==> config.mk <==
export PLATFORM = sky130hd
export DESIGN_NAME = async_serial_port
export DESIGN_NICKNAME = d
export VERILOG_FILES = /design/src/verilog/asp_pkg.sv /design/src/verilog/async_serial_port.sv
export VERILOG_INCLUDE_DIRS = /design/src /design/src/verilog
export SDC_FILE = /design/constraint.sdc
export NUM_CORES = 1
export LEC_CHECK = 0
export BUFFER_PORTS_ARGS = -buffer_cell sky130_fd_sc_hd__buf_2
export CAP_MARGIN = 30
export CORE_MARGIN = 3
export CORE_UTILIZATION = 50
export CTS_CLUSTER_DIAMETER = 50
export DETAILED_ROUTE_END_ITERATION = 8
export GPL_TIMING_DRIVEN = 1
export PLACE_DENSITY = 0.83
export SYNTH_ARGS = -nofsm -noshare
export SYNTH_HDL_FRONTEND = slang
export SYNTH_SLANG_ARGS = --single-unit
==> constraint.sdc <==
create_clock -name aclk -period 6.3 [get_ports aclk]
set_input_delay 0.945 -clock aclk [delete_from_list [all_inputs] [get_ports aclk]]
set_output_delay 0.945 -clock aclk [all_outputs]
set_load 0.05 [all_outputs]
==> src/verilog/asp_defs.svh <==
/*
  Register offsets, field positions, reset values and timing counts of the
  asynchronous serial port. Assumes an 8-bit AXI4-Lite byte address.
*/
`ifndef ASP_DEFS_SVH
`define ASP_DEFS_SVH
// ----------------------------------------------------------------------
// Register byte offsets
// ----------------------------------------------------------------------
`define ASP_TXS_OFS   8'h00
`define ASP_RCS_OFS   8'h04
`define ASP_BDC_OFS   8'h08
`define ASP_DLO_OFS   8'h0c
`define ASP_DHI_OFS   8'h10
`define ASP_TXB_OFS   8'h14
`define ASP_RXB_OFS   8'h18
`define ASP_IEN_OFS   8'h1c
// ----------------------------------------------------------------------
// Field positions
// ----------------------------------------------------------------------
`define TXS_NINE      6
`define TXS_ENABLE    5
`define TXS_SYNC      4
`define TXS_HIGH      2
`define TXS_EMPTY     1
`define TXS_D9        0
`define RCS_PORT      7
`define RCS_RX9       6
`define RCS_RX_ON     4
`define RCS_FERR      2
`define RCS_OERR      1
`define RCS_D9        0
`define BDC_POL       4
`define BDC_WIDE      3
`define IEN_GLOBAL    0
`define IEN_PERIPH    1
`define IEN_TX_INT    2
`define IEN_RXIE      3
`define IEN_TXF       4
`define IEN_RXF       5
// ----------------------------------------------------------------------
// Reset values and timing
// ----------------------------------------------------------------------
`define ASP_REG_RST   8'h00
`define ASP_OVERSAMPLE 16
`define ASP_FRAME8    4'ha
`endif

==> src/verilog/asp_pkg.sv <==
/*
  Types of the asynchronous serial port: control groups, receive entries
  and receiver states. Assumes asp_defs.svh holds the numbers.
*/
`default_nettype none
package asp_pkg;
  typedef struct packed {
    logic nine;
    logic enable;
    logic sync;
    logic high;
    logic d9;
  } txs_t;
  typedef struct packed {
    logic port_en;
    logic rx9;
    logic rx_en;
  } rcs_t;
  typedef struct packed {
    logic pol;
    logic wide;
  } bdc_t;
  typedef struct packed {
    logic rxie;
    logic tx_int;
    logic periph_en;
    logic global_en;
  } ien_t;
  typedef struct packed {
    logic       ferr;
    logic [8:0] data;
  } rx_char_t;
  typedef enum logic [1:0] {
    R_IDLE  = 2'b00,
    R_START = 2'b01,
    R_DATA  = 2'b11,
    R_STOP  = 2'b10
  } rx_state_t;
endpackage
`default_nettype wire

==> src/verilog/async_serial_port.sv <==
/*
  Asynchronous serial port: transmit holding buffer and shifter, receive
  front end with a two-entry queue, AXI4-Lite register slave.
  Assumes one clock aclk, synchronous active-low aresetn, an asynchronous
  receive pin and an external pad resolving the transmit pin from its enable.
*/
// What this block does
// - Transmit needs enable, async mode, port on
// - Port enable makes transmit pin output
// - Write to idle shifter loads at once
// - Busy shifter: reload one cycle after stop
// - Frame starts right after shifter load
// - Polarity select inverts async line output
// - Empty flag set while transmit on and no character queued
// - Empty flag valid second cycle after write
// - Empty flag read-only, hardware driven only
// - Flag independent of interrupt enable
// - Interrupt when flag and all enables
// - Shifter status empty until load, shifts
// - Nine-bit select shifts ninth bit too
// - Ninth bit written first, loaded together
// - Receiver samples at OVERSAMPLE times baud, default sixteen
// - Completed character enters two-entry queue unless full, which sets overrun
// - Received data read via buffer, ninth bit via receive status
// - Receive needs enable, async mode, port on
// - Start space, data, stop mark, idle mark
// - LSB first, shared rate; receive has its own nine-bit select (rx9) and no polarity inversion
// - Pending flag set while receive on and characters unread
`timescale 1ns/1ps
`include "asp_defs.svh"
`default_nettype none
module async_serial_port import asp_pkg::*; #(
  parameter int OVERSAMPLE = `ASP_OVERSAMPLE
) (
  input  wire logic        aclk,
  input  wire logic        aresetn,
  input  wire logic [7:0]  awaddr,
  input  wire logic        awvalid,
  output logic             awready,
  input  wire logic [31:0] wdata,
  input  wire logic [3:0]  wstrb,
  input  wire logic        wvalid,
  output logic             wready,
  output logic [1:0]       bresp,
  output logic             bvalid,
  input  wire logic        bready,
  input  wire logic [7:0]  araddr,
  input  wire logic        arvalid,
  output logic             arready,
  output logic [31:0]      rdata,
  output logic [1:0]       rresp,
  output logic             rvalid,
  input  wire logic        rready,
  input  wire logic        receive_data_pin,
  output logic             transmit_clock_pin_out,
  output logic             transmit_clock_pin_oe_n,
  output logic             transmit_irq,
  output logic             receive_irq
);
  // --------------------------------------------------------------------
  // Parameter check
  // --------------------------------------------------------------------
  if (OVERSAMPLE < 4 || OVERSAMPLE > 16) begin : g_chk
    $error("OVERSAMPLE must lie in 4..16");
  end
  localparam logic [3:0] OS_LAST = 4'(OVERSAMPLE - 1);
  localparam logic [3:0] OS_HALF = 4'(OVERSAMPLE / 2 - 1);

  txs_t        txs, next_txs;
  rcs_t        rcs, next_rcs;
  bdc_t        bdc, next_bdc;
  ien_t        ien, next_ien;
  logic [7:0]  div_lo, next_div_lo;
  logic [7:0]  div_hi, next_div_hi;
  logic        next_bvalid, next_rvalid;
  logic [1:0]  next_bresp, next_rresp;
  logic [31:0] next_rdata;
  logic        hold_full, next_hold_full;
  logic [8:0]  hold_data, next_hold_data;
  logic        sh_busy, next_sh_busy;
  logic [10:0] sh_reg, next_sh_reg;
  logic [3:0]  sh_cnt, next_sh_cnt;
  logic [3:0]  tx_os, next_tx_os;
  logic        tx_flag, next_tx_flag;
  logic        next_pin;
  logic [15:0] brg_cnt, next_brg_cnt;
  logic        rx_m1, rx_m2, rx_m3, rx_f, next_rx_f;
  rx_state_t   rx_state, next_rx_state;
  logic [3:0]  rx_os, next_rx_os;
  logic [3:0]  rx_bits, next_rx_bits;
  logic [8:0]  rx_shift, next_rx_shift;
  rx_char_t    fifo [2];
  rx_char_t    next_fifo [2];
  logic        rd_ptr, next_rd_ptr;
  logic [1:0]  fifo_cnt, next_fifo_cnt;
  logic        oerr, next_oerr;

  logic        wr_go, rd_go, wr_lane0, tx_write, rx_pop;
  logic        port_on, tx_on, rx_on, tick16, tx_bit_end, rx_flag;
  logic        rx_push;
  logic [15:0] div_sel;
  rx_char_t    top;

  // --------------------------------------------------------------------
  // Bus handshakes and enables
  // --------------------------------------------------------------------
  assign wr_go    = awvalid & wvalid & ~bvalid;
  assign awready  = wr_go;
  assign wready   = wr_go;
  assign rd_go    = arvalid & ~rvalid;
  assign arready  = rd_go;
  assign wr_lane0 = wr_go & wstrb[0];
  assign tx_write = wr_lane0 & (awaddr == `ASP_TXB_OFS);
  assign rx_pop   = rd_go & (araddr == `ASP_RXB_OFS) & (fifo_cnt != 2'd0);
  assign port_on  = rcs.port_en;
  assign tx_on    = rcs.port_en & ~txs.sync & txs.enable;
  assign rx_on    = rcs.port_en & ~txs.sync & rcs.rx_en;
  assign top      = fifo[rd_ptr];
  assign rx_flag  = rx_on & (fifo_cnt != 2'd0);
  assign transmit_clock_pin_oe_n = ~rcs.port_en;
  assign transmit_irq = tx_flag & ien.tx_int & ien.periph_en & ien.global_en;
  assign receive_irq  = rx_flag & ien.rxie & ien.periph_en & ien.global_en;

  // --------------------------------------------------------------------
  // Register file
  // --------------------------------------------------------------------
  always_comb begin
    next_txs    = txs;
    next_rcs    = rcs;
    next_bdc    = bdc;
    next_ien    = ien;
    next_div_lo = div_lo;
    next_div_hi = div_hi;
    next_bvalid = bvalid & ~bready;
    next_bresp  = bresp;
    next_rvalid = rvalid & ~rready;
    next_rresp  = rresp;
    next_rdata  = rdata;
    if (wr_go) begin
      next_bvalid = 1'b1;
      next_bresp  = 2'b00;
      case (awaddr)
        `ASP_TXS_OFS: if (wstrb[0]) begin
          next_txs.nine = wdata[`TXS_NINE];
          next_txs.enable = wdata[`TXS_ENABLE];
          next_txs.sync = wdata[`TXS_SYNC];
          next_txs.high = wdata[`TXS_HIGH];
          next_txs.d9   = wdata[`TXS_D9];
        end
        `ASP_RCS_OFS: if (wstrb[0]) begin
          next_rcs.port_en = wdata[`RCS_PORT];
          next_rcs.rx9     = wdata[`RCS_RX9];
          next_rcs.rx_en   = wdata[`RCS_RX_ON];
        end
        `ASP_BDC_OFS: if (wstrb[0]) begin
          next_bdc.pol  = wdata[`BDC_POL];
          next_bdc.wide = wdata[`BDC_WIDE];
        end
        `ASP_DLO_OFS: if (wstrb[0]) begin
          next_div_lo = wdata[7:0];
        end
        `ASP_DHI_OFS: if (wstrb[0]) begin
          next_div_hi = wdata[7:0];
        end
        `ASP_IEN_OFS: if (wstrb[0]) begin
          next_ien.global_en = wdata[`IEN_GLOBAL];
          next_ien.periph_en = wdata[`IEN_PERIPH];
          next_ien.tx_int    = wdata[`IEN_TX_INT];
          next_ien.rxie = wdata[`IEN_RXIE];
        end
        `ASP_TXB_OFS: next_bresp = 2'b00;
        default:      next_bresp = 2'b10;
      endcase
    end
    if (rd_go) begin
      next_rvalid = 1'b1;
      next_rresp  = 2'b00;
      next_rdata  = 32'h0000_0000;
      case (araddr)
        `ASP_TXS_OFS: begin
          next_rdata[`TXS_NINE]  = txs.nine;
          next_rdata[`TXS_ENABLE] = txs.enable;
          next_rdata[`TXS_SYNC]  = txs.sync;
          next_rdata[`TXS_HIGH]  = txs.high;
          next_rdata[`TXS_EMPTY] = ~sh_busy;
          next_rdata[`TXS_D9]    = txs.d9;
        end
        `ASP_RCS_OFS: begin
          next_rdata[`RCS_PORT]  = rcs.port_en;
          next_rdata[`RCS_RX9]   = rcs.rx9;
          next_rdata[`RCS_RX_ON] = rcs.rx_en;
          next_rdata[`RCS_FERR] = top.ferr & (fifo_cnt != 2'd0);
          next_rdata[`RCS_OERR] = oerr;
          next_rdata[`RCS_D9]   = top.data[8];
        end
        `ASP_BDC_OFS: begin
          next_rdata[`BDC_POL]  = bdc.pol;
          next_rdata[`BDC_WIDE] = bdc.wide;
        end
        `ASP_DLO_OFS: next_rdata[7:0] = div_lo;
        `ASP_DHI_OFS: next_rdata[7:0] = div_hi;
        `ASP_TXB_OFS: next_rdata[7:0] = 8'h00;
        `ASP_RXB_OFS: next_rdata[7:0] = top.data[7:0];
        `ASP_IEN_OFS: begin
          next_rdata[3:0]       = ien;
          next_rdata[`IEN_TXF]  = tx_flag;
          next_rdata[`IEN_RXF]  = rx_flag;
        end
        default: next_rresp = 2'b10;
      endcase
    end
  end

  always_ff @(posedge aclk) begin
    if (!aresetn) begin
      txs    <= '0;
      rcs    <= '0;
      bdc    <= '0;
      ien    <= '0;
      div_lo <= `ASP_REG_RST;
      div_hi <= `ASP_REG_RST;
      bvalid <= 1'b0;
      bresp  <= 2'b00;
      rvalid <= 1'b0;
      rresp  <= 2'b00;
      rdata  <= 32'h0000_0000;
    end else begin
      txs    <= next_txs;
      rcs    <= next_rcs;
      bdc    <= next_bdc;
      ien    <= next_ien;
      div_lo <= next_div_lo;
      div_hi <= next_div_hi;
      bvalid <= next_bvalid;
      bresp  <= next_bresp;
      rvalid <= next_rvalid;
      rresp  <= next_rresp;
      rdata  <= next_rdata;
    end
  end

  // --------------------------------------------------------------------
  // Oversampling tick
  // --------------------------------------------------------------------
  assign div_sel = bdc.wide ? {div_hi, div_lo} : {8'h00, div_lo};
  assign tick16  = port_on & (brg_cnt == div_sel);
  always_comb begin
    next_brg_cnt = brg_cnt + 16'h0001;
    if (!port_on || tick16) begin
      next_brg_cnt = 16'h0000;
    end
  end
  always_ff @(posedge aclk) begin
    if (!aresetn) begin
      brg_cnt <= 16'h0000;
    end else begin
      brg_cnt <= next_brg_cnt;
    end
  end

  // --------------------------------------------------------------------
  // Transmitter
  // --------------------------------------------------------------------
  // one bit per bit tick
  assign tx_bit_end = tick16 & (tx_os == OS_LAST);
  always_comb begin
    next_hold_full = hold_full;
    next_hold_data = hold_data;
    next_sh_busy   = sh_busy;
    next_sh_reg    = sh_reg;
    next_sh_cnt    = sh_cnt;
    next_tx_os     = tick16 ? tx_os + 4'h1 : tx_os;
    if (tx_bit_end) begin
      next_tx_os = 4'h0;
    end
    if (sh_busy && tx_bit_end) begin
      next_sh_reg = {1'b1, sh_reg[10:1]};
      next_sh_cnt = sh_cnt - 4'h1;
      if (sh_cnt == 4'h1) begin
        next_sh_busy = 1'b0;
      end
    end
    if (!sh_busy && (hold_full || tx_write)) begin
      next_sh_busy   = 1'b1;
      next_tx_os     = 4'h0;
      next_hold_full = hold_full & tx_write;
      next_hold_data = {txs.d9, wdata[7:0]};
      if (hold_full) begin
        next_sh_reg = {1'b1, txs.nine ? hold_data[8] : 1'b1, hold_data[7:0], 1'b0};
      end else begin
        next_sh_reg = {1'b1, txs.nine ? txs.d9 : 1'b1, wdata[7:0], 1'b0};
      end
      next_sh_cnt = txs.nine ? 4'hb : 4'ha;
    end else if (tx_write) begin
      next_hold_full = 1'b1;
      next_hold_data = {txs.d9, wdata[7:0]};
    end
    if (!tx_on) begin
      next_hold_full = 1'b0;
      next_sh_busy   = 1'b0;
      next_sh_reg    = 11'h7ff;
      next_sh_cnt    = 4'h0;
      next_tx_os     = 4'h0;
    end
    next_tx_flag = tx_on & ~hold_full;
    // start bit drives out on the cycle after load
    next_pin = (sh_busy ? sh_reg[0] : 1'b1) ^ (bdc.pol & ~txs.sync);
  end
  always_ff @(posedge aclk) begin
    if (!aresetn) begin
      hold_full <= 1'b0;
      hold_data <= 9'h000;
      sh_busy   <= 1'b0;
      sh_reg    <= 11'h7ff;
      sh_cnt    <= 4'h0;
      tx_os     <= 4'h0;
      tx_flag   <= 1'b0;
      transmit_clock_pin_out <= 1'b1;
    end else begin
      hold_full <= next_hold_full;
      hold_data <= next_hold_data;
      sh_busy   <= next_sh_busy;
      sh_reg    <= next_sh_reg;
      sh_cnt    <= next_sh_cnt;
      tx_os     <= next_tx_os;
      tx_flag   <= next_tx_flag;
      transmit_clock_pin_out <= next_pin;
    end
  end

  // --------------------------------------------------------------------
  // Receiver front end and queue
  // --------------------------------------------------------------------
  assign rx_push = (rx_state == R_STOP) & tick16 & (rx_os == OS_LAST);
  always_comb begin
    next_rx_f     = (rx_m2 == rx_m3) ? rx_m3 : rx_f;
    next_rx_state = rx_state;
    next_rx_os    = tick16 ? rx_os + 4'h1 : rx_os;
    next_rx_bits  = rx_bits;
    next_rx_shift = rx_shift;
    next_fifo     = fifo;
    next_rd_ptr   = rd_ptr;
    next_fifo_cnt = fifo_cnt;
    next_oerr     = oerr & rcs.rx_en;
    if (rx_pop) begin
      next_rd_ptr   = ~rd_ptr;
      next_fifo_cnt = fifo_cnt - 2'd1;
    end
    case (rx_state)
      R_IDLE: begin
        next_rx_os = 4'h0;
        if (!rx_f && !oerr) begin
          next_rx_state = R_START;
        end
      end
      R_START: if (tick16 && rx_os == OS_HALF) begin
        next_rx_os    = 4'h0;
        next_rx_bits  = 4'h0;
        next_rx_state = rx_f ? R_IDLE : R_DATA;
      end
      R_DATA: if (tick16 && rx_os == OS_LAST) begin
        next_rx_os    = 4'h0;
        next_rx_shift = {rx_f, rx_shift[8:1]};
        next_rx_bits  = rx_bits + 4'h1;
        if (rx_bits == (rcs.rx9 ? 4'h8 : 4'h7)) begin
          next_rx_state = R_STOP;
        end
      end
      R_STOP: if (rx_push) begin
        next_rx_state = R_IDLE;
        if (next_fifo_cnt == 2'd2) begin
          next_oerr = 1'b1;
        end else begin
          // Index after any pop in this cycle, so a pop never loses the newest entry
          next_fifo[next_rd_ptr ^ next_fifo_cnt[0]].ferr = ~rx_f;
          next_fifo[next_rd_ptr ^ next_fifo_cnt[0]].data =
            rcs.rx9 ? rx_shift : {1'b0, rx_shift[8:1]};
          next_fifo_cnt = next_fifo_cnt + 2'd1;
        end
      end
      default: next_rx_state = R_IDLE;
    endcase
    if (!rx_on) begin
      next_rx_state = R_IDLE;
    end
    if (!port_on) begin
      next_fifo_cnt = 2'd0;
      next_rd_ptr   = 1'b0;
      next_oerr     = 1'b0;
    end
  end
  always_ff @(posedge aclk) begin
    if (!aresetn) begin
      rx_m1    <= 1'b1;
      rx_m2    <= 1'b1;
      rx_m3    <= 1'b1;
      rx_f     <= 1'b1;
      rx_state <= R_IDLE;
      rx_os    <= 4'h0;
      rx_bits  <= 4'h0;
      rx_shift <= 9'h000;
      fifo[0]  <= '0;
      fifo[1]  <= '0;
      rd_ptr   <= 1'b0;
      fifo_cnt <= 2'd0;
      oerr     <= 1'b0;
    end else begin
      rx_m1    <= receive_data_pin;
      rx_m2    <= rx_m1;
      rx_m3    <= rx_m2;
      rx_f     <= next_rx_f;
      rx_state <= next_rx_state;
      rx_os    <= next_rx_os;
      rx_bits  <= next_rx_bits;
      rx_shift <= next_rx_shift;
      fifo     <= next_fifo;
      rd_ptr   <= next_rd_ptr;
      fifo_cnt <= next_fifo_cnt;
      oerr     <= next_oerr;
    end
  end
endmodule
`default_nettype wire

---- After elaboration in Yosys (flattened, before gate mapping) ----
Cells that the tools add are included.
storage, ports and cells
  flip-flop bits (word level) ............. 139
  input port bits ......................... 60
  output and inout bits ................... 45
  logic and storage cells ................. 227
cells by class
  add/subtract/negate cells ............... 7
  $lt $le $gt $ge ......................... 3
  equal/unequal tests ..................... 29
  multiplexer cells ....................... 60
  bitwise operators ....................... 45
  reduce and logical (&&, ||, !) cells .... 38
operators by type and width
  kind                   number
  $eq 8x5->1 const B     7
  $mux 10                5
  $bwmux 20              2
  $mux 9                 4
  $eq 8x4->1 const B     4
  $mux 4                 8
  $and 1x1->1            28
  $mux 2                 12
  $reduce_and 3->1       8
  $mux 11                2
  $demux 10 s1           2
  $pmux 3 s6             1
  $add 16x1->16 const B  1
  $eq 16x16->1           1
  $eq 8x3->1 const B     2
  $logic_not 8->1        2
  $mux 16                1
  $mux 1                 15
  $pmux 1 s5             3
  $not 1->1              13
  $add 4x1->4 const B    3
  $pmux 4 s3             1
  $ne 2x2->1 const B     5
  $reduce_and 2->1       5
  28 further kinds       47

---- Logic depth before layout (Yosys ltp) ----
Gate-level depths: netlist (run 1).
  depth in word-level cells ............... 13
  depth in mapped cells ................... 14

---- Worst setup path after synthesis (run 1) ----
No wires, ideal clock.
  kind .................................... input to register
  from .................................... input port araddr[7]
  to ...................................... register fifo[0] (netlist name)
  setup time .............................. 0.128 ns
  arrival ................................. 3.351 ns
  required time ........................... 6.172 ns
  setup slack ............................. 2.821 ns
  cell stages on the path ................. 14
  buffers on the path ..................... 2
  cell sequence ........................... or4_4 -> nand4bb_1 -> buf_6 -> nor3b_4 -> mux2_2 -> inv_1 -> ha_1 -> inv_1 -> nand2_1 -> nor2_1 -> and4_1 -> buf_2 -> mux2i_1 -> nor2_1
on the way
  word-level cells in the longest chain between the ends .. 11
ends and longest elaborated chain
  item                                                                   line                                                RTL
  start: declaration                                                     async_serial_port.sv:47                             input wire logic [7:0] araddr,
  $eq 8x5->1 (*)                                                         --
  $and 1x1->1 (*) (2 in a row)                                           async_serial_port.sv:114                            assign rx_pop = rd_go & (araddr == `ASP_RXB_OFS) & (fifo_cnt != 2'd0);
  $mux 1 / $mux 2 (equally long branches)                                async_serial_port.sv:345                            if (rx_pop) begin
  $xor 1x1->1                                                            async_serial_port.sv:375, async_serial_port.sv:376
  $not 1->2                                                              async_serial_port.sv:375, async_serial_port.sv:377
  $ge 2x2->1 (implied by the code) / $lt 2x1->1 (equally long branches)  async_serial_port.sv:376                            next_fifo[next_rd_ptr ^ next_fifo_cnt[0]].data =
  $logic_and 1x1->1 (implied by the code)                                async_serial_port.sv:376
  $mux 9                                                                 async_serial_port.sv:377                            rcs.rx9 ? rx_shift : {1'b0, rx_shift[8:1]};
  $demux 10 s1                                                           async_serial_port.sv:376
  $bwmux 20                                                              async_serial_port.sv:376
  end signal: assignment                                                 async_serial_port.sv:416                            fifo <= next_fifo;
  end: declaration                                                       async_serial_port.sv:92                             rx_char_t fifo [2];
Mark *: on every way between the ends. The rest lies on a longest branch, timed or not.
A chain may end at the register's enable or synchronous reset.

---- Worst setup path after layout (run 1) ----
  from .................................... input port araddr[7]
  to ...................................... register fifo[4] (netlist name)
Same word-level chain as after synthesis.

==> results of run 1 <==
[per-layer routing]
layer,vias up,global-route usage (%)
li1,2791,-
met1,2692,29.1
met2,266,33.4
met3,38,4.79
met4,0,8.68
met5,-,0
[power groups by stage]
stage | logic [µW] | registers, µW | clock network, µW
after floorplan | 80.2 | 908 | 0
after global placement | 117 | 891 | 0
after detailed placement | 118 | 891 | 0
after CTS | 118 | 872 | 1030
after global routing | 126 | 872 | 1070
final | 119 | 872 | 1020
[cells in the mapped netlist (all sizes together) (6+ instances only)]
| cell | n |
|---|---|
| dfxtp | 136 |
| nor2 | 111 |
| mux2i | 79 |
| nand2 | 57 |
| a21oi | 50 |
| buf | 47 |
| nand3 | 35 |
| o21ai | 27 |
| inv | 26 |
| xnor2 | 21 |
| clkbuf | 19 |
| nor3 | 18 |
| nand2b | 12 |
| nand4 | 11 |
| xor2 | 10 |
| ha | 9 |
| mux2 | 9 |
| or3 | 9 |
| a2bb2oi | 8 |
| a211oi | 7 |
| a22oi | 6 |
[worst paths after layout]
kind / start / cells past startpoint / end
setup / recovery: araddr[7] / 13 / fifo[4]
hold / removal: rx_m1 / 1 / rx_m2
setup reg to reg: bdc[0] / 6 / rx_shift[5]
hold reg to reg: rx_m1 / 1 / rx_m2
[final cells by class]
cell class | instances | area [µm²]
Multi-Input combinational cell | 583 | 3680
Sequential cell | 136 | 2720
Clock buffer | 21 | 470
Fill cell | 1105 | 5310
Inverter | 27 | 101
Tap cell | 172 | 215
Timing Repair Buffer | 54 | 278
Clock inverter | 11 | 146
[metrics by stage]
stage	hold WS, ns	power (µW)	cells	util (%)	setup slack, ns
2_1_floorplan	0.386	988	812	-	2.82
3_3_place_gp	0.395	1010	972	54.1	2.16
3_5_place_dp	0.401	1010	972	54.1	2.11
4_1_cts	0.412	2020	1004	58.9	2.47
5_1_grt	0.437	2070	1004	58.9	2.25
6_report	0.410	2010	1004	58.9	2.47
[kinds of logic (layout without fill, tap and decap cells)]
logic type      Yosys count  after routing
simple gates            300            300
mux                      88             88
fa+ha+maj                10             10
buf+inv                  93            113
compound gates          128            128
flops                   136            136
other cells               1             26
xor+xnor                 31             31
[critical path: stages]
cell and delay [ns]:
buf_2 0.10, or4_4 0.56, nand4bb_1 0.48, nor3b_4 0.37
mux2_2 0.23, inv_1 0.05, ha_1 0.18, inv_1 0.07
nand2_1 0.05, nor2_1 0.08, and4_1 0.65, mux2i_1 0.29
nor2_1 0.06
==> results.sh, run 1 <==
export IMPL_yosys_most_used_dff="dfxtp_1"
export IMPL_fin_crit_ns=3.83
export IMPL_final_cell_mix="dfxtp_1 (136), nor2_1 (111), mux2i_1 (79)"
export IMPL_syn2layout_area_growth_pct=12.2
export IMPL_switching_share_pct=23.5
export IMPL_hold_violations=0
export IMPL_nNetsFinal=888
export IMPL_routed_wl_mm=15.7
export IMPL_max_freq_ghz=0.261
export IMPL_slew_violations=0
export IMPL_cts_tree="yes"
export IMPL_cts_made_buffers=17
export IMPL_synth_compound_area_share_pct=12.0
export IMPL_cts_hold_buf=0
export IMPL_pwr_share_seq_pct=43.3
export IMPL_ys_ff_latch=136
export IMPL_clock_sinks=136
export IMPL_hold_path_class="reg2reg"
export IMPL_grt_overflow=0
export IMPL_die_y_um=123
export IMPL_synth_distinct_cells=64
export IMPL_synthTopCellsByArea="dfxtp_1 (40%), mux2i_1 (12%), nor2_1 (6.1%)"
export IMPL_start_util_pct=52.5
export IMPL_clockRootBuffer="clkbuf_16"
export IMPL_setup_tns_final_ns=0
export IMPL_tightest_slew_ns=0.943
export IMPL_die_x_um=123
export IMPL_n_antenna_cell=0
export IMPL_io_buffers=51
export IMPL_drc=0
export IMPL_ir_drop_mv=0.215
export IMPL_wl_met2_mm=7.15
export IMPL_rsz0062_at_grt="no"
export IMPL_grt_max_degree=44
export IMPL_run_status="completed"
export IMPL_ys_warnings_count=0
export IMPL_dr_wl_met3_mm=1.30
export IMPL_end_kind="flip-flop"
export IMPL_largest_reg_flops=20
export IMPL_clkPwrFrac_pct=50.8
export IMPL_dieArea_mm2=0.0150
export IMPL_via_count=5787
export IMPL_dpl_cell_area_mm2=0.00700
export IMPL_layout_commonest_cell="dfxtp_1"
export IMPL_yosys_area_share_xor_xnor_pct=4.00
export IMPL_fin_crit_sh_pct=60.8
export IMPL_synth_edf_count=0
export IMPL_antenna_found_initial=0
export IMPL_wl_per_cell_um=15.7
export IMPL_final_antenna_net_count=0
export IMPL_io_pins=105
export IMPL_synthAdderAreaFrac_pct=1.81
export IMPL_relSlewSlack_pct=36.6
export IMPL_p_per_area_mw_per_mm2=265
export IMPL_drt_iter0_markers=588
export IMPL_grt_usage_pct=21.5
export IMPL_fin_skew_ns=0.00822
export IMPL_combinationalPowerShare_pct=5.9
export IMPL_finalSetupViolations=0
export IMPL_gp_congestion=0.862
export IMPL_htreeDepth=4
export IMPL_hpwl_mm=10.7
export IMPL_synthArstFlopShare_pct=0
export IMPL_critical_path_required_ns=6.59
export IMPL_grt_pass1_vias=5237
export IMPL_crit_fanout=10
export IMPL_cts_path_max_buffers=2
export IMPL_seq_area_frac_synth_pct=40.1
export IMPL_intPower_uw=1540
export IMPL_grt_first_pass_wirelength_mm=25.6
export IMPL_synth_area_mux_share_pct=13.1
export IMPL_stdcell_area_mm2=0.00761
export IMPL_p_sw_uw=473
export IMPL_yosys_area_top_type="dfxtp_1"
export IMPL_reg2reg_slack_ns=2.99
export IMPL_vias_per_cell=5.76
export IMPL_synthSimpleGateAreaFrac_pct=21.9
export IMPL_rows=41
export IMPL_drive_above_1_share_pct=12.9
export IMPL_synth_top_family_by_area="simple AND/OR/NAND/NOR gates"
export IMPL_maxCapViolCount=0
export IMPL_crit_type="in2reg"
export IMPL_p_leak_uw=0.00282
export IMPL_clk_pin_slew_ns=0.06
export IMPL_cp_start_kind="input port"
export IMPL_synth_top_cell_area_share_pct=40.1
export IMPL_wl_met1_mm=6.86
export IMPL_first_pass_iters=7
export IMPL_syn_inst=787
export IMPL_insertion_delay_ns=0.43
export IMPL_syn_area_per_cell_um2=8.63
export IMPL_core_area_mm2=0.0129
export IMPL_worstPathArrival_ns=4.12
export IMPL_syn_area_mm2=0.00679
export IMPL_cts_setup_buffers=0
export IMPL_topRoutingLayerUsed="met4"
export IMPL_post_cts_resize_count=0
No activity file was read; power rests on OpenSTA's default activity.
==> run 2: changes to the inputs <==
ABC_AREA = 1   (was default)
PLACE_DENSITY = 0.85   (was 0.83)
clock period = 3.2 ns   (was 6.3 ns; I/O delays follow)
==> run 2 against run 1 <==
Compared with the run above: count of clock-buffer cells in the layout up 1; cell count up 20%; synthesized cell count up 25%; sequential share of layout area down 0.58 points; non-clock buffer count up 4; critical path depth down 1; area after synthesis up 2.3%; die area up 2.2%; register-to-register slack worse by 2.6 ns.
==> results.sh, run 2 <==
export IMPL_cts_path_max_buffers=2
export IMPL_vias_per_cell=5.29
export IMPL_rsz0062_at_grt="no"
export IMPL_ys_warnings_count=0
export IMPL_post_cts_resize_count=0
export IMPL_seq_area_mm2=0.00272
export IMPL_via_count=6394
export IMPL_cts_made_buffers=17
export IMPL_grt_usage_pct=21.9
export IMPL_synthTopCellsByCount="nand2_1 (169), dfxtp_1 (136), inv_1 (134)"
export IMPL_slew_violations=0
export IMPL_fin_ws_ns=0.397
export IMPL_htreeDepth=4
export IMPL_grt_overflow=0
export IMPL_dpl_cell_area_mm2=0.00717
export IMPL_grt_max_degree=81
export IMPL_ys_ff_latch=136
export IMPL_layout_commonest_cell="nand2_1"
export IMPL_yosys_area_top_type="dfxtp_1"
export IMPL_final_cell_mix="nand2_1 (169), dfxtp_1 (136), inv_1 (134)"
export IMPL_p_total_uw=3850
export IMPL_finalSetupViolations=0
export IMPL_synthArstFlopShare_pct=0
export IMPL_synthTopCellsByArea="dfxtp_1 (39%), nand2_1 (9.1%), inv_1 (7.2%)"
export IMPL_crit_type="reg2reg"
export IMPL_clock_sinks=136
export IMPL_hold_path_class="in2reg"
export IMPL_syn2layout_area_growth_pct=11.5
export IMPL_slowest_delay_ns=0.75
export IMPL_io_pins=105
export IMPL_final_cells=1208
export IMPL_syn_inst=980
export IMPL_worstPathArrival_ns=3.14
export IMPL_path_delay_family="simple AND/OR/NAND/NOR gates"
export IMPL_first_pass_iters=6
export IMPL_relSlewSlack_pct=44.1
export IMPL_synth_edf_count=0
export IMPL_path_cells="nand2_1, nand2_1, nand2_2, nor2_2, nand2_2, nor2_4, nand4_4, inv_2, nand2_1, nand2_1, nand2_1, a21oi_1"
export IMPL_rows=42
export IMPL_dieArea_mm2=0.0153
export IMPL_insertion_delay_ns=0.43
export IMPL_gp_congestion=0.857
export IMPL_synth_distinct_cells=51
export IMPL_maxCapViolCount=0
export IMPL_cts_hold_buf=0
export IMPL_io_buffers=51
export IMPL_die_y_um=124
export IMPL_critical_path_required_ns=3.54
export IMPL_syn_area_per_cell_um2=7.09
export IMPL_end_kind="flip-flop"
export IMPL_final_antenna_net_count=0
export IMPL_fin_crit_ns=2.80
export IMPL_nNetsFinal=1088
export IMPL_post_place_cells=1176
export IMPL_yosysMostFrequentCell="nand2_1"
export IMPL_fillers=1206
export IMPL_run_status="completed"
export IMPL_syn_area_mm2=0.00694
export IMPL_stdcell_area_mm2=0.00774
export IMPL_p_per_area_mw_per_mm2=497
export IMPL_tightest_slew_ns=0.832
export IMPL_grt_first_pass_wirelength_mm=26.6
export IMPL_die_x_um=124
export IMPL_hold_violations=0
export IMPL_dp_slack_ns=0.476
export IMPL_cts_setup_buffers=0
export IMPL_yosys_most_used_dff="dfxtp_1"
export IMPL_crit_top_cell="nand2_1"
export IMPL_start_util_pct=51.8
export IMPL_largest_reg_flops=20
export IMPL_critPathBufInv=1
export IMPL_n_antenna_cell=0
export IMPL_fin_crit_sh_pct=87.6
export IMPL_core_area_mm2=0.0134
export IMPL_ir_drop_mv=0.443
export IMPL_cp_start_kind="flip-flop"
export IMPL_grt_pass1_vias=5619
export IMPL_critPathSlowestCell="dfxtp_1"
export IMPL_crit_fanout=23
export IMPL_hpwl_mm=11.2
export IMPL_wl_per_cell_um=13.4
export IMPL_drc=0
export IMPL_seq_area_frac_synth_pct=39.2
export IMPL_setup_tns_final_ns=0
export IMPL_cts_tree="yes"
export IMPL_routed_wl_mm=16.2
export IMPL_antenna_found_initial=0
export IMPL_drive_above_1_share_pct=13.8
export IMPL_p_leak_uw=0.00323
export IMPL_fin_skew_ns=0.00798
export IMPL_synth_top_cell_area_share_pct=39.2
export IMPL_multi_input_area_mm2=0.00338
export IMPL_max_freq_ghz=0.357
export IMPL_clockRootBuffer="clkbuf_16"
export IMPL_clk_pin_slew_ns=0.06
export IMPL_drt_iter0_markers=489
run 2: through the flow:
step                      hold WS, ns  util (%)
after global placement          0.394      53.5
after CTS                       0.232      57.8
final                           0.241      57.8
after global routing            0.252      57.8
after detailed placement        0.402      53.5
after floorplan                 0.393         -
run 2: kinds of logic (layout without fill, tap and decap cells):
family,Yosys count,in the layout,synth area share (%)
muxes,1,1,0.144
adders and majority gates,9,9,1.62
other,1,26,0.0540
and+or+nand+nor,380,380,25.5
AOI/OAI and AO/OA,234,234,18.2
DFF,136,136,39.2
xor gates and xnor gates,15,15,1.89
buffers and inverters,204,231,13.4
run 2: final timing paths:
| check | start | end | slack, ns | depth (start not counted) |
|---|---|---|---|---|
| worst max-delay path | bdc[0] | rx_bits[3] | 0.40 | 12 |
| worst min-delay path | receive_data_pin | rx_m1 | 0.24 | 2 |
| worst max register to register | bdc[0] | rx_bits[3] | 0.40 | 12 |
| worst min register to register | rx_m1 | rx_m2 | 0.41 | 1 |
run 2: worst register-to-register path, stage by stage, from the launching register on:
cell and delay, ns:
dfxtp_1 0.75, nand2_1 0.11, nand2_1 0.09, nand2_2 0.05, nor2_2 0.12, nand2_2 0.08, nor2_4 0.26, nand4_4 0.22
inv_2 0.12, nand2_1 0.41, nand2_1 0.30, nand2_1 0.07, a21oi_1 0.14
run 2: routing by layer:
layer  track usage (%)  wire [µm]
met5                 0          0
met4              9.20        447
met3              5.31       1150
met2              35.4       7770
met1              28.1       6830
run 2: layout make-up:
| class | count | share of cell area (%) |
|---|---|---|
| tap | 176 | 2.85 |
| clock buffer | 22 | 6.13 |
| timing repair buffer | 58 | 3.98 |
| multi-input combinational | 665 | 43.7 |
| sequential | 136 | 35.2 |
| inverter | 141 | 6.85 |
| clock inverter | 10 | 1.29 |
run 2: power by group:
group / internal [µW] / switching [µW]
logic: 45.0 / 182
registers: 1710 / 7.21
clock network: 1200 / 714
total: 2950 / 903
==> run 3: changes to the inputs <==
CORE_UTILIZATION = 52   (was 50)
PLACE_DENSITY = 0.88   (was 0.85)
==> run 3 against run 2 <==
Compared with the run above: critical path depth unchanged; global-route usage up 1.0 points; wire length up 2.8%; setup slack worse by 0.030 ns.
==> results.sh, run 3 (synthesis gave the netlist of run 2 again) <==
export IMPL_run_status="completed"
export IMPL_combinationalPowerShare_pct=5.8
export IMPL_p_leak_uw=0.00323
export IMPL_hold_path_class="in2reg"
export IMPL_grt_first_pass_wirelength_mm=27.3
export IMPL_slew_violations=0
export IMPL_stdcell_area_mm2=0.00775
export IMPL_pwr_share_seq_pct=43.6
export IMPL_end_kind="flip-flop"
export IMPL_grt_max_degree=81
export IMPL_slowest_delay_ns=0.74
export IMPL_gp_congestion=0.888
export IMPL_reg2reg_slack_ns=0.37
export IMPL_nNetsFinal=1087
export IMPL_clkPwrFrac_pct=50.6
export IMPL_cts_path_max_buffers=2
export IMPL_grt_overflow=0
export IMPL_cts_hold_buf=0
export IMPL_clockRootBuffer="clkbuf_16"
export IMPL_relSlewSlack_pct=39.8
export IMPL_dpl_cell_area_mm2=0.00715
export IMPL_clk_pin_slew_ns=0.06
export IMPL_p_per_area_mw_per_mm2=506
export IMPL_finalSetupViolations=0
export IMPL_hpwl_mm=11.4
export IMPL_post_place_cells=1171
export IMPL_tightest_slew_ns=0.896
export IMPL_drt_iter0_markers=701
export IMPL_fin_ws_ns=0.367
export IMPL_crit_top_cell="nand2_1"
export IMPL_die_x_um=122
export IMPL_max_freq_ghz=0.353
export IMPL_die_y_um=122
export IMPL_largest_reg_flops=20
export IMPL_rsz0062_at_grt="no"
export IMPL_vias_per_cell=5.33
export IMPL_cts_setup_buffers=0
export IMPL_rr_worst_depth=12
export IMPL_grt_usage_pct=23.0
export IMPL_grt_pass1_vias=5860
export IMPL_cts_tree="yes"
export IMPL_clock_sinks=136
export IMPL_fin_crit_ns=2.83
export IMPL_whs_path_depth=2
export IMPL_final_cell_mix="nand2_1 (169), dfxtp_1 (136), inv_1 (134)"
export IMPL_setup_tns_final_ns=0
export IMPL_dp_slack_ns=0.495
export IMPL_intPower_uw=3010
export IMPL_io_pins=105
export IMPL_core_area_mm2=0.0128
export IMPL_antenna_found_initial=0
export IMPL_worstPathArrival_ns=3.18
export IMPL_post_cts_resize_count=0
export IMPL_via_count=6401
export IMPL_crit_type="reg2reg"
export IMPL_cp_depth=12
export IMPL_drive_above_1_share_pct=13.7
export IMPL_final_antenna_net_count=0
export IMPL_dieArea_mm2=0.0148
export IMPL_critPathBufInv=1
export IMPL_insertion_delay_ns=0.42
export IMPL_io_buffers=51
export IMPL_wl_per_cell_um=13.8
export IMPL_fin_skew_ns=0.00714
export IMPL_maxCapViolCount=0
export IMPL_path_cells="nand2_1, nand2_1, nand2_1, nor2_2, nand2_2, nor2_4, nand4_4, inv_2, nand2_1, nand2_1, nand2_1, a21oi_1"
export IMPL_critPathSlowestCell="dfxtp_1"
export IMPL_cp_start_kind="flip-flop"
export IMPL_rows=41
export IMPL_cts_made_buffers=17
export IMPL_drc=0
export IMPL_critical_path_required_ns=3.54
export IMPL_fillers=1134
export IMPL_switching_share_pct=23.3
export IMPL_ir_drop_mv=0.455
export IMPL_fin_crit_sh_pct=88.5
export IMPL_n_antenna_cell=0
export IMPL_crit_fanout=23
export IMPL_syn2layout_area_growth_pct=11.7
export IMPL_path_delay_family="simple AND/OR/NAND/NOR gates"
export IMPL_first_pass_iters=5
export IMPL_p_sw_uw=914
export IMPL_hold_violations=0
export IMPL_final_cells=1202
export IMPL_start_util_pct=54.1
export IMPL_routed_wl_mm=16.6
export IMPL_htreeDepth=4
export IMPL_layout_commonest_cell="nand2_1"
## run 3: cell count changes in the layout (fill, tap and decap cells not counted), sizes merged
cell,delta
clkinvlp,+2
buf,-1
clkbuf,+2
clkinv,-5
## run 3: layer usage
| metal | share of wire (%) | vias up | track usage, % |
|---|---|---|---|
| li1 | - | 3203 | - |
| met1 | 42 | 2933 | 28.8 |
| met2 | 48 | 227 | 37.6 |
| met3 | 6.3 | 38 | 5.57 |
| met4 | 2.8 | 0 | 10.5 |
| met5 | 0 | - | 0 |
## run 3: worst paths after layout
| check | to | startpoint |
|---|---|---|
| hold reg to reg | rx_m2 | rx_m1 |
| setup reg to reg | rx_bits[2] | bdc[0] |
| setup / recovery | rx_bits[2] | bdc[0] |
| hold / removal | rx_m1 | receive_data_pin |
## run 3: cell type report
type                       count  area [µm²]  area share, %
clock buffer                  24         512           6.60
timing repair buffer          57         300           3.87
sequential                   136        2720           35.1
tap                          172         215           2.78
inverter                     141         531           6.84
multi-input combinational    665        3380           43.6
clock inverter                 7        90.1           1.16
## run 3: metrics by stage
stage / power [µW] / hold slack (ns) / util, %
finish: 3930 / 0.242 / 60.5
global route: 4030 / 0.259 / 60.5
CTS: 3930 / 0.236 / 60.5
detailed placement: 1970 / 0.400 / 55.8
global placement: 1970 / 0.394 / 55.8
floorplan: 1940 / 0.393 / -
## run 3: power by group through the flow
stage	Clock [µW]	Sequential [µW]	Combinational, µW
2_1_floorplan	0	1780	162
3_3_place_gp	0	1750	222
3_5_place_dp	0	1750	225
4_1_cts	1990	1710	226
5_1_grt	2070	1710	243
6_report	1990	1710	228
